$ cat src/hdl/pcg_clock_gen_defines.vh
// register map, field positions and reset values of the pll clock generator control
`ifndef PCG_CLOCK_GEN_DEFINES_VH
`define PCG_CLOCK_GEN_DEFINES_VH

// ----------------------------------------------------------------------------
// register byte offsets
// ----------------------------------------------------------------------------
`define PCG_OFS_CONTROL      4'h0
`define PCG_OFS_BANDWIDTH    4'h4
`define PCG_OFS_PROGRAMMING  4'h8
`define PCG_OFS_BREAK_FLAG   4'hC

// ----------------------------------------------------------------------------
// control register fields
// ----------------------------------------------------------------------------
`define PCG_CTL_IRQ_EN_BIT   7
`define PCG_CTL_FLAG_BIT     6
`define PCG_CTL_PWR_ON_BIT   5
`define PCG_CTL_BCS_BIT      4
`define PCG_CTL_UNUSED_VAL   4'hF

// ----------------------------------------------------------------------------
// bandwidth control register fields
// ----------------------------------------------------------------------------
`define PCG_BW_AUTO_BIT      7
`define PCG_BW_LOCK_BIT      6
`define PCG_BW_TRACK_BIT     5
`define PCG_BW_XLD_BIT       4

// ----------------------------------------------------------------------------
// programming register fields
// ----------------------------------------------------------------------------
`define PCG_PRG_MUL_MSB      7
`define PCG_PRG_MUL_LSB      4
`define PCG_PRG_VRS_MSB      3
`define PCG_PRG_VRS_LSB      0

// ----------------------------------------------------------------------------
// break flag control register fields
// ----------------------------------------------------------------------------
`define PCG_BRK_BREAK_CLEAR_ENABLE_BIT     7

// ----------------------------------------------------------------------------
// reset values
// ----------------------------------------------------------------------------
`define PCG_MUL_RESET        4'h6
`define PCG_VRS_RESET        4'h6
`define PCG_PWR_ON_RESET     1'b1

// ----------------------------------------------------------------------------
// base clock switch
// ----------------------------------------------------------------------------
`define PCG_SWITCH_EDGES     2'h3

`endif

$ cat src/hdl/pcg_clock_switch.v
// base clock source switch and divide-by-two
`timescale 1ns/100ps
`include "pcg_clock_gen_defines.vh"

module pcg_clock_switch
(
  input  wire mclk_in,
  input  wire rst_n_in,
  input  wire clk_en_in,
  input  wire run_in,
  input  wire select_in,
  input  wire crystal_clock_in,
  input  wire vco_clock_in,
  output wire base_clock_out,
  output wire switching_out
);

  localparam ST_RUN    = 1'b0;
  localparam ST_SWITCH = 1'b1;

  reg       state_ff;
  reg       sel_ff;
  reg       out_ff;
  reg       xclk_prev_ff;
  reg       vclk_prev_ff;
  reg [1:0] xcnt_ff;
  reg [1:0] vcnt_ff;

  wire xclk_rise;
  wire vclk_rise;
  wire src_rise;

  assign xclk_rise      = crystal_clock_in & ~xclk_prev_ff;
  assign vclk_rise      = vco_clock_in & ~vclk_prev_ff;
  assign src_rise       = sel_ff ? vclk_rise : xclk_rise;
  assign base_clock_out = out_ff;
  assign switching_out  = (state_ff == ST_SWITCH);

  // ----------------------------------------------------------------------------
  // source edge tracking, switch sequencing, halving
  // ----------------------------------------------------------------------------
  always @(posedge mclk_in or negedge rst_n_in)
  begin
    if (!rst_n_in)
    begin
      state_ff     <= ST_RUN;
      sel_ff       <= 1'b0;
      out_ff       <= 1'b0;
      xclk_prev_ff <= 1'b0;
      vclk_prev_ff <= 1'b0;
      xcnt_ff      <= 2'h0;
      vcnt_ff      <= 2'h0;
    end
    else if (clk_en_in)
    begin
      xclk_prev_ff <= crystal_clock_in;
      vclk_prev_ff <= vco_clock_in;
      if (!run_in)
      begin
        // stopped: output low, take the new source at once
        state_ff <= ST_RUN;
        sel_ff   <= select_in;
        out_ff   <= 1'b0;
        xcnt_ff  <= 2'h0;
        vcnt_ff  <= 2'h0;
      end
      else
      begin
        case (state_ff)
          ST_RUN:
          begin
            if (select_in != sel_ff)
            begin
              state_ff <= ST_SWITCH;
              xcnt_ff  <= 2'h0;
              vcnt_ff  <= 2'h0;
            end
            else if (src_rise)
            begin
              out_ff <= ~out_ff;
            end
          end
          ST_SWITCH:
          begin
            // output held while both sources pass the edge count
            if (xclk_rise && xcnt_ff != `PCG_SWITCH_EDGES)
            begin
              xcnt_ff <= xcnt_ff + 2'h1;
            end
            if (vclk_rise && vcnt_ff != `PCG_SWITCH_EDGES)
            begin
              vcnt_ff <= vcnt_ff + 2'h1;
            end
            if (xcnt_ff == `PCG_SWITCH_EDGES && vcnt_ff == `PCG_SWITCH_EDGES)
            begin
              sel_ff   <= select_in;
              state_ff <= ST_RUN;
            end
          end
          default:
          begin
            state_ff <= ST_RUN;
          end
        endcase
      end
    end
  end

endmodule

$ cat src/hdl/pcg_clock_gen.v
// pll clock generator control: registers, lock flag, interrupt, base clock
//
// Design decisions made here: the placing of the registers and the Avalon-MM register port.
`timescale 1ns/100ps
`include "pcg_clock_gen_defines.vh"

// ----------------------------------------------------------------------------
// Summary of operation
// - multiplier code equals N, code 0 means 1
// - multiplier select resets to six
// - multiplier writes ignored while pll powered on
// - range select writes ignored while pll powered on
// - range zero disables pll, clears base select
// - range zero refuses setting base clock select
// - range select resets to six
// - auto mode: lock change requests irq if enabled
// - auto mode: lock change sets flag always
// - manual mode: no irq, flag reads zero
// - base select allowed without lock indicator
// - generator keeps running in wait mode
// - stop mode: crystal, base, irq outputs low
// - stop clears base select, stays clear after
// - break clear enabled: break clears stick
// - break clear disabled: flag untouched by access
// - tracking indicator marks acquisition complete
// - control register read clears lock change flag
// - base clock halves source, holds while switching
// - lock indicator set when locked, zero manual
// - interlock between power on and base select
// ----------------------------------------------------------------------------

module pcg_clock_gen
(
  input  wire        mclk_in,
  input  wire        rst_n_in,
  input  wire        clk_en_in,
  input  wire [3:0]  avs_address_in,
  input  wire        avs_read_in,
  input  wire        avs_write_in,
  input  wire [31:0] avs_writedata_in,
  input  wire [3:0]  avs_byteenable_in,
  output wire [31:0] avs_readdata_out,
  output wire        avs_waitrequest_out,
  input  wire        crystal_clock_in,
  input  wire        vco_clock_in,
  input  wire        lock_detect_in,
  input  wire        tracking_in,
  input  wire        stop_mode_in,
  input  wire        break_state_in,
  output wire        crystal_clock_out,
  output wire        base_clock_out,
  output wire        pll_irq_line_out,
  output wire        pll_enable_out,
  output wire [3:0]  multiplier_n_out,
  output wire [3:0]  vco_range_out,
  output wire        base_switching_out
);

  // ----------------------------------------------------------------------------
  // state
  // ----------------------------------------------------------------------------
  reg        ack_ff;
  reg [31:0] rdata_ff;
  reg        lock_irq_enable_ff;
  reg        lock_change_flag_ff;
  reg        pll_power_on_ff;
  reg        base_clock_select_ff;
  reg        auto_bw_ff;
  reg        manual_track_ff;
  reg        xld_ff;
  reg [3:0]  bw_test_ff;
  reg [3:0]  feedback_multiplier_sel_ff;
  reg [3:0]  vco_range_sel_ff;
  reg        break_clear_enable_ff;
  reg        lock_prev_ff;
  reg        xclk_out_ff;
  reg [3:0]  mult_n_ff;
  reg        pll_en_ff;

  reg        nxt_lock_irq_enable;
  reg        nxt_lock_change_flag;
  reg        nxt_pll_power_on;
  reg        nxt_base_clock_select;
  reg        nxt_auto_bw;
  reg        nxt_manual_track;
  reg        nxt_xld;
  reg [3:0]  nxt_bw_test;
  reg [3:0]  nxt_feedback_multiplier_sel;
  reg [3:0]  nxt_vco_range_sel;
  reg        nxt_break_clear_enable;
  reg [31:0] nxt_rdata;

  wire       req;
  wire       done;
  wire       wr_done;
  wire       rd_done;
  wire       lane0;
  wire [7:0] wbyte;
  wire       sel_ctl;
  wire       sel_bw;
  wire       sel_prg;
  wire       sel_brk;
  wire       lock_ind;
  wire       lock_toggle;
  wire       range_zero;
  wire       flag_protect;
  wire [7:0] ctl_view;
  wire [7:0] bw_view;
  wire [7:0] prg_view;
  wire [7:0] brk_view;
  wire [3:0] mult_n_dec;

  // ----------------------------------------------------------------------------
  // avalon slave handshake: one wait state per access
  // ----------------------------------------------------------------------------
  assign req                 = avs_read_in | avs_write_in;
  // held off while the clock enable freezes the registers
  assign avs_waitrequest_out = req & (~ack_ff | ~clk_en_in);
  assign done                = req & ack_ff;
  assign wr_done             = done & avs_write_in;
  assign rd_done             = done & avs_read_in;
  assign lane0               = avs_byteenable_in[0];
  assign wbyte               = avs_writedata_in[7:0];
  assign avs_readdata_out    = rdata_ff;

  assign sel_ctl = (avs_address_in == `PCG_OFS_CONTROL);
  assign sel_bw  = (avs_address_in == `PCG_OFS_BANDWIDTH);
  assign sel_prg = (avs_address_in == `PCG_OFS_PROGRAMMING);
  assign sel_brk = (avs_address_in == `PCG_OFS_BREAK_FLAG);

  // ----------------------------------------------------------------------------
  // status terms
  // ----------------------------------------------------------------------------
  assign range_zero   = (vco_range_sel_ff == 4'h0);
  assign lock_ind     = auto_bw_ff & pll_en_ff & lock_detect_in;
  assign lock_toggle  = auto_bw_ff & (lock_ind != lock_prev_ff);
  assign flag_protect = break_state_in & ~break_clear_enable_ff;

  assign ctl_view = {lock_irq_enable_ff & auto_bw_ff,
                     lock_change_flag_ff & auto_bw_ff,
                     pll_power_on_ff,
                     base_clock_select_ff,
                     `PCG_CTL_UNUSED_VAL};
  assign bw_view  = {auto_bw_ff,
                     lock_ind,
                     auto_bw_ff ? tracking_in : manual_track_ff,
                     xld_ff & base_clock_select_ff,
                     4'h0};
  assign prg_view = {feedback_multiplier_sel_ff, vco_range_sel_ff};
  assign brk_view = {break_clear_enable_ff, 7'h00};

  // ----------------------------------------------------------------------------
  // multiplier decode: code zero behaves as one
  // ----------------------------------------------------------------------------
  assign mult_n_dec = (feedback_multiplier_sel_ff == 4'h0) ? 4'h1 : feedback_multiplier_sel_ff;

  // ----------------------------------------------------------------------------
  // read data, captured on the wait-state edge
  // ----------------------------------------------------------------------------
  always @*
  begin
    nxt_rdata = rdata_ff;
    if (avs_read_in && !ack_ff)
    begin
      case (avs_address_in)
        `PCG_OFS_CONTROL:
          nxt_rdata = {24'h00_0000, ctl_view};
        `PCG_OFS_BANDWIDTH:
          nxt_rdata = {24'h00_0000, bw_view};
        `PCG_OFS_PROGRAMMING:
          nxt_rdata = {24'h00_0000, prg_view};
        `PCG_OFS_BREAK_FLAG:
          nxt_rdata = {24'h00_0000, brk_view};
        default:
          nxt_rdata = 32'h0000_0000;
      endcase
    end
  end

  // ----------------------------------------------------------------------------
  // next register values
  // ----------------------------------------------------------------------------
  always @*
  begin
    nxt_lock_irq_enable         = lock_irq_enable_ff;
    nxt_lock_change_flag        = lock_change_flag_ff;
    nxt_pll_power_on            = pll_power_on_ff;
    nxt_base_clock_select       = base_clock_select_ff;
    nxt_auto_bw                 = auto_bw_ff;
    nxt_manual_track            = manual_track_ff;
    nxt_xld                     = xld_ff;
    nxt_bw_test                 = bw_test_ff;
    nxt_feedback_multiplier_sel = feedback_multiplier_sel_ff;
    nxt_vco_range_sel           = vco_range_sel_ff;
    nxt_break_clear_enable      = break_clear_enable_ff;

    // control register read clears the flag unless protected
    if (rd_done && sel_ctl && !flag_protect)
    begin
      nxt_lock_change_flag = 1'b0;
    end

    if (wr_done && lane0)
    begin
      if (sel_ctl)
      begin
        if (auto_bw_ff)
        begin
          nxt_lock_irq_enable = wbyte[`PCG_CTL_IRQ_EN_BIT];
        end
        // power off refused while base select is set
        if (wbyte[`PCG_CTL_PWR_ON_BIT] || !base_clock_select_ff)
        begin
          nxt_pll_power_on = wbyte[`PCG_CTL_PWR_ON_BIT];
        end
        // no lock check on base select
        if (!wbyte[`PCG_CTL_BCS_BIT])
        begin
          nxt_base_clock_select = 1'b0;
        end
        else if (pll_power_on_ff && !range_zero)
        begin
          nxt_base_clock_select = 1'b1;
        end
      end
      else if (sel_bw)
      begin
        nxt_auto_bw = wbyte[`PCG_BW_AUTO_BIT];
        if (!auto_bw_ff)
        begin
          nxt_manual_track = wbyte[`PCG_BW_TRACK_BIT];
        end
        nxt_xld     = wbyte[`PCG_BW_XLD_BIT];
        nxt_bw_test = wbyte[3:0];
      end
      else if (sel_prg && !pll_power_on_ff)
      begin
        nxt_feedback_multiplier_sel = wbyte[`PCG_PRG_MUL_MSB:`PCG_PRG_MUL_LSB];
        nxt_vco_range_sel           = wbyte[`PCG_PRG_VRS_MSB:`PCG_PRG_VRS_LSB];
      end
      else if (sel_brk)
      begin
        nxt_break_clear_enable = wbyte[`PCG_BRK_BREAK_CLEAR_ENABLE_BIT];
      end
    end

    // manual mode keeps enable and flag cleared
    // a lock change in the clearing cycle wins over the read
    if (!nxt_auto_bw)
    begin
      nxt_lock_irq_enable  = 1'b0;
      nxt_lock_change_flag = 1'b0;
    end
    else if (lock_toggle)
    begin
      nxt_lock_change_flag = 1'b1;
    end

    // zero range or stop forces crystal source
    if (range_zero || stop_mode_in)
    begin
      nxt_base_clock_select = 1'b0;
    end
  end

  // ----------------------------------------------------------------------------
  // registers
  // ----------------------------------------------------------------------------
  always @(posedge mclk_in or negedge rst_n_in)
  begin
    if (!rst_n_in)
    begin
      ack_ff                     <= 1'b0;
      rdata_ff                   <= 32'h0000_0000;
      lock_irq_enable_ff         <= 1'b0;
      lock_change_flag_ff        <= 1'b0;
      pll_power_on_ff            <= `PCG_PWR_ON_RESET;
      base_clock_select_ff       <= 1'b0;
      auto_bw_ff                 <= 1'b0;
      manual_track_ff            <= 1'b0;
      xld_ff                     <= 1'b0;
      bw_test_ff                 <= 4'h0;
      feedback_multiplier_sel_ff <= `PCG_MUL_RESET;
      vco_range_sel_ff           <= `PCG_VRS_RESET;
      break_clear_enable_ff      <= 1'b0;
      lock_prev_ff               <= 1'b0;
      xclk_out_ff                <= 1'b0;
      mult_n_ff                  <= 4'h0;
      pll_en_ff                  <= 1'b0;
    end
    else if (clk_en_in)
    begin
      ack_ff                     <= req & ~ack_ff;
      rdata_ff                   <= nxt_rdata;
      lock_irq_enable_ff         <= nxt_lock_irq_enable;
      lock_change_flag_ff        <= nxt_lock_change_flag;
      pll_power_on_ff            <= nxt_pll_power_on;
      base_clock_select_ff       <= nxt_base_clock_select;
      auto_bw_ff                 <= nxt_auto_bw;
      manual_track_ff            <= nxt_manual_track;
      xld_ff                     <= nxt_xld;
      bw_test_ff                 <= nxt_bw_test;
      feedback_multiplier_sel_ff <= nxt_feedback_multiplier_sel;
      vco_range_sel_ff           <= nxt_vco_range_sel;
      break_clear_enable_ff      <= nxt_break_clear_enable;
      lock_prev_ff               <= lock_ind;
      // generator only halts in stop, not in wait
      xclk_out_ff                <= crystal_clock_in & ~stop_mode_in;
      mult_n_ff                  <= mult_n_dec;
      pll_en_ff                  <= pll_power_on_ff & ~range_zero & ~stop_mode_in;
    end
  end

  // ----------------------------------------------------------------------------
  // outputs
  // ----------------------------------------------------------------------------
  assign crystal_clock_out = xclk_out_ff;
  assign pll_irq_line_out  = lock_change_flag_ff & lock_irq_enable_ff & auto_bw_ff
                             & ~stop_mode_in;
  assign pll_enable_out    = pll_en_ff;
  assign multiplier_n_out  = mult_n_ff;
  assign vco_range_out     = vco_range_sel_ff;

  // ----------------------------------------------------------------------------
  // base clock selector
  // ----------------------------------------------------------------------------
  pcg_clock_switch u_switch
  (
    .mclk_in          (mclk_in),
    .rst_n_in         (rst_n_in),
    .clk_en_in        (clk_en_in),
    .run_in           (~stop_mode_in),
    .select_in        (base_clock_select_ff),
    .crystal_clock_in (crystal_clock_in),
    .vco_clock_in     (vco_clock_in),
    .base_clock_out   (base_clock_out),
    .switching_out    (base_switching_out)
  );

endmodule

$ cat config.mk
export PLATFORM = sky130hd
export DESIGN_NAME = pcg_clock_gen
export DESIGN_NICKNAME = d
export VERILOG_FILES = /design/src/hdl/pcg_clock_switch.v /design/src/hdl/pcg_clock_gen.v
export VERILOG_INCLUDE_DIRS = /design/src /design/src/hdl
export SDC_FILE = /design/constraint.sdc
export NUM_CORES = 1
export LEC_CHECK = 0
export BUFFER_PORTS_ARGS = -buffer_cell sky130_fd_sc_hd__buf_2
export CAP_MARGIN = 10
export CORE_MARGIN = 2
export CORE_UTILIZATION = 51
export CTS_CLUSTER_SIZE = 40
export DETAILED_ROUTE_END_ITERATION = 8
export PLACE_DENSITY = 0.85
export RECOVER_POWER = 50
export SLEW_MARGIN = 40
export SYNTH_ARGS = -nofsm -noshare
export SYNTH_HDL_FRONTEND = slang
export SYNTH_HIERARCHICAL = 1
export SYNTH_SLANG_ARGS = --single-unit
$ cat constraint.sdc
create_clock -name mclk_in -period 3.1 [get_ports mclk_in]
set_input_delay 0.155 -clock mclk_in [delete_from_list [all_inputs] [get_ports mclk_in]]
set_output_delay 0.155 -clock mclk_in [all_outputs]
set_load 0.02 [all_outputs]
==> flow_metrics.env <==
export IMPL_cts_buffers=5
export IMPL_synth_edf_count=0
export IMPL_drt_pass1_iter_count=6
export IMPL_cts_tree="yes"
export IMPL_antenna_found_initial=0
export IMPL_ir_drop_mv=0.305
export IMPL_cts_clk_slew_worst_paths_ns=0.08
export IMPL_syn_cell_area_um2=2230
export IMPL_maxSlewHeadroom=0.191
export IMPL_drive_above_1_share=0.304
export IMPL_endpoint_kind="flop"
export IMPL_critPathLaunchType="input port"
export IMPL_grt_pass1_wl_mm=7.47
export IMPL_r2r_setup_slack_ns=1.49
export IMPL_place_ws_ns=1.45
export IMPL_pwr_density_cell_nw_per_um2=499
export IMPL_worst_r2r_endpoint="u_switch/base_clock_out$_DFFE_PN0P_"
export IMPL_critPathMaxStageDelay_ns=0.87
export IMPL_dp_hpwl_mm=3.33
export IMPL_ys_seq_elements=41
export IMPL_synth_common_cells="dfrtp_1, buf_4, mux2_2, nand2_1, nor2_1"
export IMPL_worstSetupStartpoint="clk_en_in"
export IMPL_viasPerCell=5.53
export IMPL_synthToLayoutAreaGrowth_pct=13.1
export IMPL_path_depth=4
export IMPL_drtIter0Drc=150
export IMPL_die_h_um=70.1
export IMPL_grt_max_degree=42
export IMPL_fill_cells=391
export IMPL_wirelength_mm=4.57
export IMPL_ys_seq_area_frac=0.463
export IMPL_drv_cap=0
export IMPL_holdWs_ns=0.0812
export IMPL_gp_congestion=0.902
export IMPL_die_width_um=70.1
export IMPL_critical_path_top_delay_family="simple AND/OR/NAND/NOR gates"
export IMPL_htree_levels=2
export IMPL_hold_class="input port to flop"
export IMPL_fp_row_count=24
export IMPL_crit_chain="clkbuf_1, nand3_1, nand2b_1, o21ai_0"
export IMPL_synthFlopType="dfrtp_1"
export IMPL_clock_skew_ns=0.00683
export IMPL_endpoint="avs_readdata_out[4]$_DFFE_PN0P_"
export IMPL_ant_nets=0
export IMPL_ys_types=47
export IMPL_finalHoldViolCount=0
export IMPL_cts_setup_buffers=0
export IMPL_slew_viol_final=0
export IMPL_antenna_cells=0
export IMPL_crit_buf_inv=1
export IMPL_clk_latency_ns=0.30
export IMPL_nets=312
export IMPL_period_share=0.633
export IMPL_route_detailed_drc=0
export IMPL_required_ns=3.32
export IMPL_tightest_slew_ns=1.21
export IMPL_cpMaxStageDelayCell="clkbuf_1"
export IMPL_setup_violations_final=0
export IMPL_setup_slack_ns=1.14
export IMPL_cts_root_buffer="clkbuf_8"
export IMPL_postSynth_asyncResetShare=1.00
export IMPL_critPathKind="input port to flop"
export IMPL_rsz0062_at_grt="false"
export IMPL_yosys_area_top_type_share=0.404
export IMPL_yosys_top_cells_area="dfrtp_1, mux2_2, buf_4"
export IMPL_coreArea_um2=4290
export IMPL_period_minus_slack_ns=1.96
export IMPL_p_leak_nw=1.21
export IMPL_ys_warn_count=6
export IMPL_io_pins=97
export IMPL_gr_usage_all_layers=0.193
export IMPL_wire_per_inst_um=14.6
export IMPL_portBuffers=45
export IMPL_r2r_start="base_clock_select_ff$_DFFE_PN0P_"
export IMPL_via_count=1724
export IMPL_start_util=0.519
export IMPL_cts_sinks=41
export IMPL_fmax_ghz=0.510
export IMPL_r2r_cells=3
export IMPL_synth_avg_cell_area_um2=10.5
export IMPL_synthCells=213
export IMPL_yosysMostFrequentCell="dfrtp_1"
export IMPL_clk_path_buf_depth=2
export IMPL_first_global_vias=1557
export IMPL_grt_ovfl_total=0
export IMPL_tns_ns=0
export IMPL_arrival_ns=2.18
export IMPL_crit_path_max_fanout=28
export IMPL_synth_top_cell_by_area="dfrtp_1"
export IMPL_status="complete, no violations"
export IMPL_dieArea_um2=4910
==> worst min path at each step <==
stage / startpoint / depth (start not counted) / slack [ns] / end
finish: avs_writedata_in[3] / 2 / 0.08 / vco_range_out[3]$_DFFE_PN0P_
CTS: avs_writedata_in[3] / 2 / 0.08 / vco_range_out[3]$_DFFE_PN0P_
global placement: rst_n_in / 1 / 0.33 / u_switch/switching_out$_DFFE_PN0P_
detailed placement: rst_n_in / 1 / 0.17 / u_switch/switching_out$_DFFE_PN0P_
floorplan: rst_n_in / 0 / -0.14 / ack_ff$_DFFE_PN0P_
global route: avs_writedata_in[0] / 2 / 0.08 / vco_range_out[0]$_DFFE_PN0P_
==> cell type report <==
cell class              count  area, um^2  share of cell area
repair buffers             46         231              0.0919
clock inverters             1        30.0              0.0119
multi-input cells         159        1050               0.418
flip-flops and latches     41        1030               0.410
well taps                  52        65.1              0.0258
inverters                   6        22.5             0.00894
clock buffers               7        86.3              0.0343
==> cell families after synthesis <==
group | synth area share
adders and majority gates | 0.0112
DFF | 0.463
AOI/OAI and AO/OA | 0.125
muxes | 0.110
xor gates and xnor gates | 0.00786
and+or+nand+nor | 0.178
other | 0.00168
buffers and inverters | 0.103
==> registers in the layout, indices dropped and copies added, names as in the netlist, 2 cells and up <==
register,count
u_switch/vcnt_ff,2
u_switch/xcnt_ff,2
feedback_multiplier_sel_ff,4
multiplier_n_out,4
vco_range_out,4
avs_readdata_out,8
==> per-layer routing <==
| layer | GRT usage | vias to the layer above | share of wire |
|---|---|---|---|
| li1 | - | 811 | - |
| met1 | 0.261 | 849 | 0.44 |
| met2 | 0.295 | 57 | 0.50 |
| met3 | 0.0563 | 7 | 0.048 |
| met4 | 0.0705 | 0 | 0.015 |
| met5 | 0 | - | 0 |
==> metrics by stage <==
step | utilization | std cells | instance area (um^2) | total power [mW]
floorplan | - | 236 | 2310 | 0.770
global placement | 0.558 | 303 | 2400 | 0.817
detailed placement | 0.559 | 303 | 2400 | 0.824
CTS | 0.588 | 312 | 2530 | 1.27
global route | 0.587 | 312 | 2520 | 1.32
finish | 0.587 | 312 | 2520 | 1.26
==> where the power goes <==
part | internal, mW | total (mW) | leakage [nW] | switching [mW]
clock network | 0.262 | 0.444 | 0.0585 | 0.181
logic | 0.0730 | 0.205 | 0.617 | 0.132
registers | 0.574 | 0.610 | 0.535 | 0.0357
==> cells in the final DEF, fill, tap and decap left out, types with 5 or more instances in the layout <==
master and n:
a21oi_1 8, buf_2 39, clkbuf_1 6, clkbuf_8 6
conb_1 24, dfrtp_1 36, dfstp_2 5, inv_1 6
mux2_2 20, nand2_1 13, nand3_1 6, nor2_1 12
nor2b_1 8, nor3b_1 5, o21ai_0 9, o31ai_1 5
==> repair_timing <==
item                                   in CTS  in global routing
endpoints found under the hold margin      36                  0
resized for setup                           0                  0
hold buffers                                1                  0
Note: power is estimated with default switching activity, not from simulation.
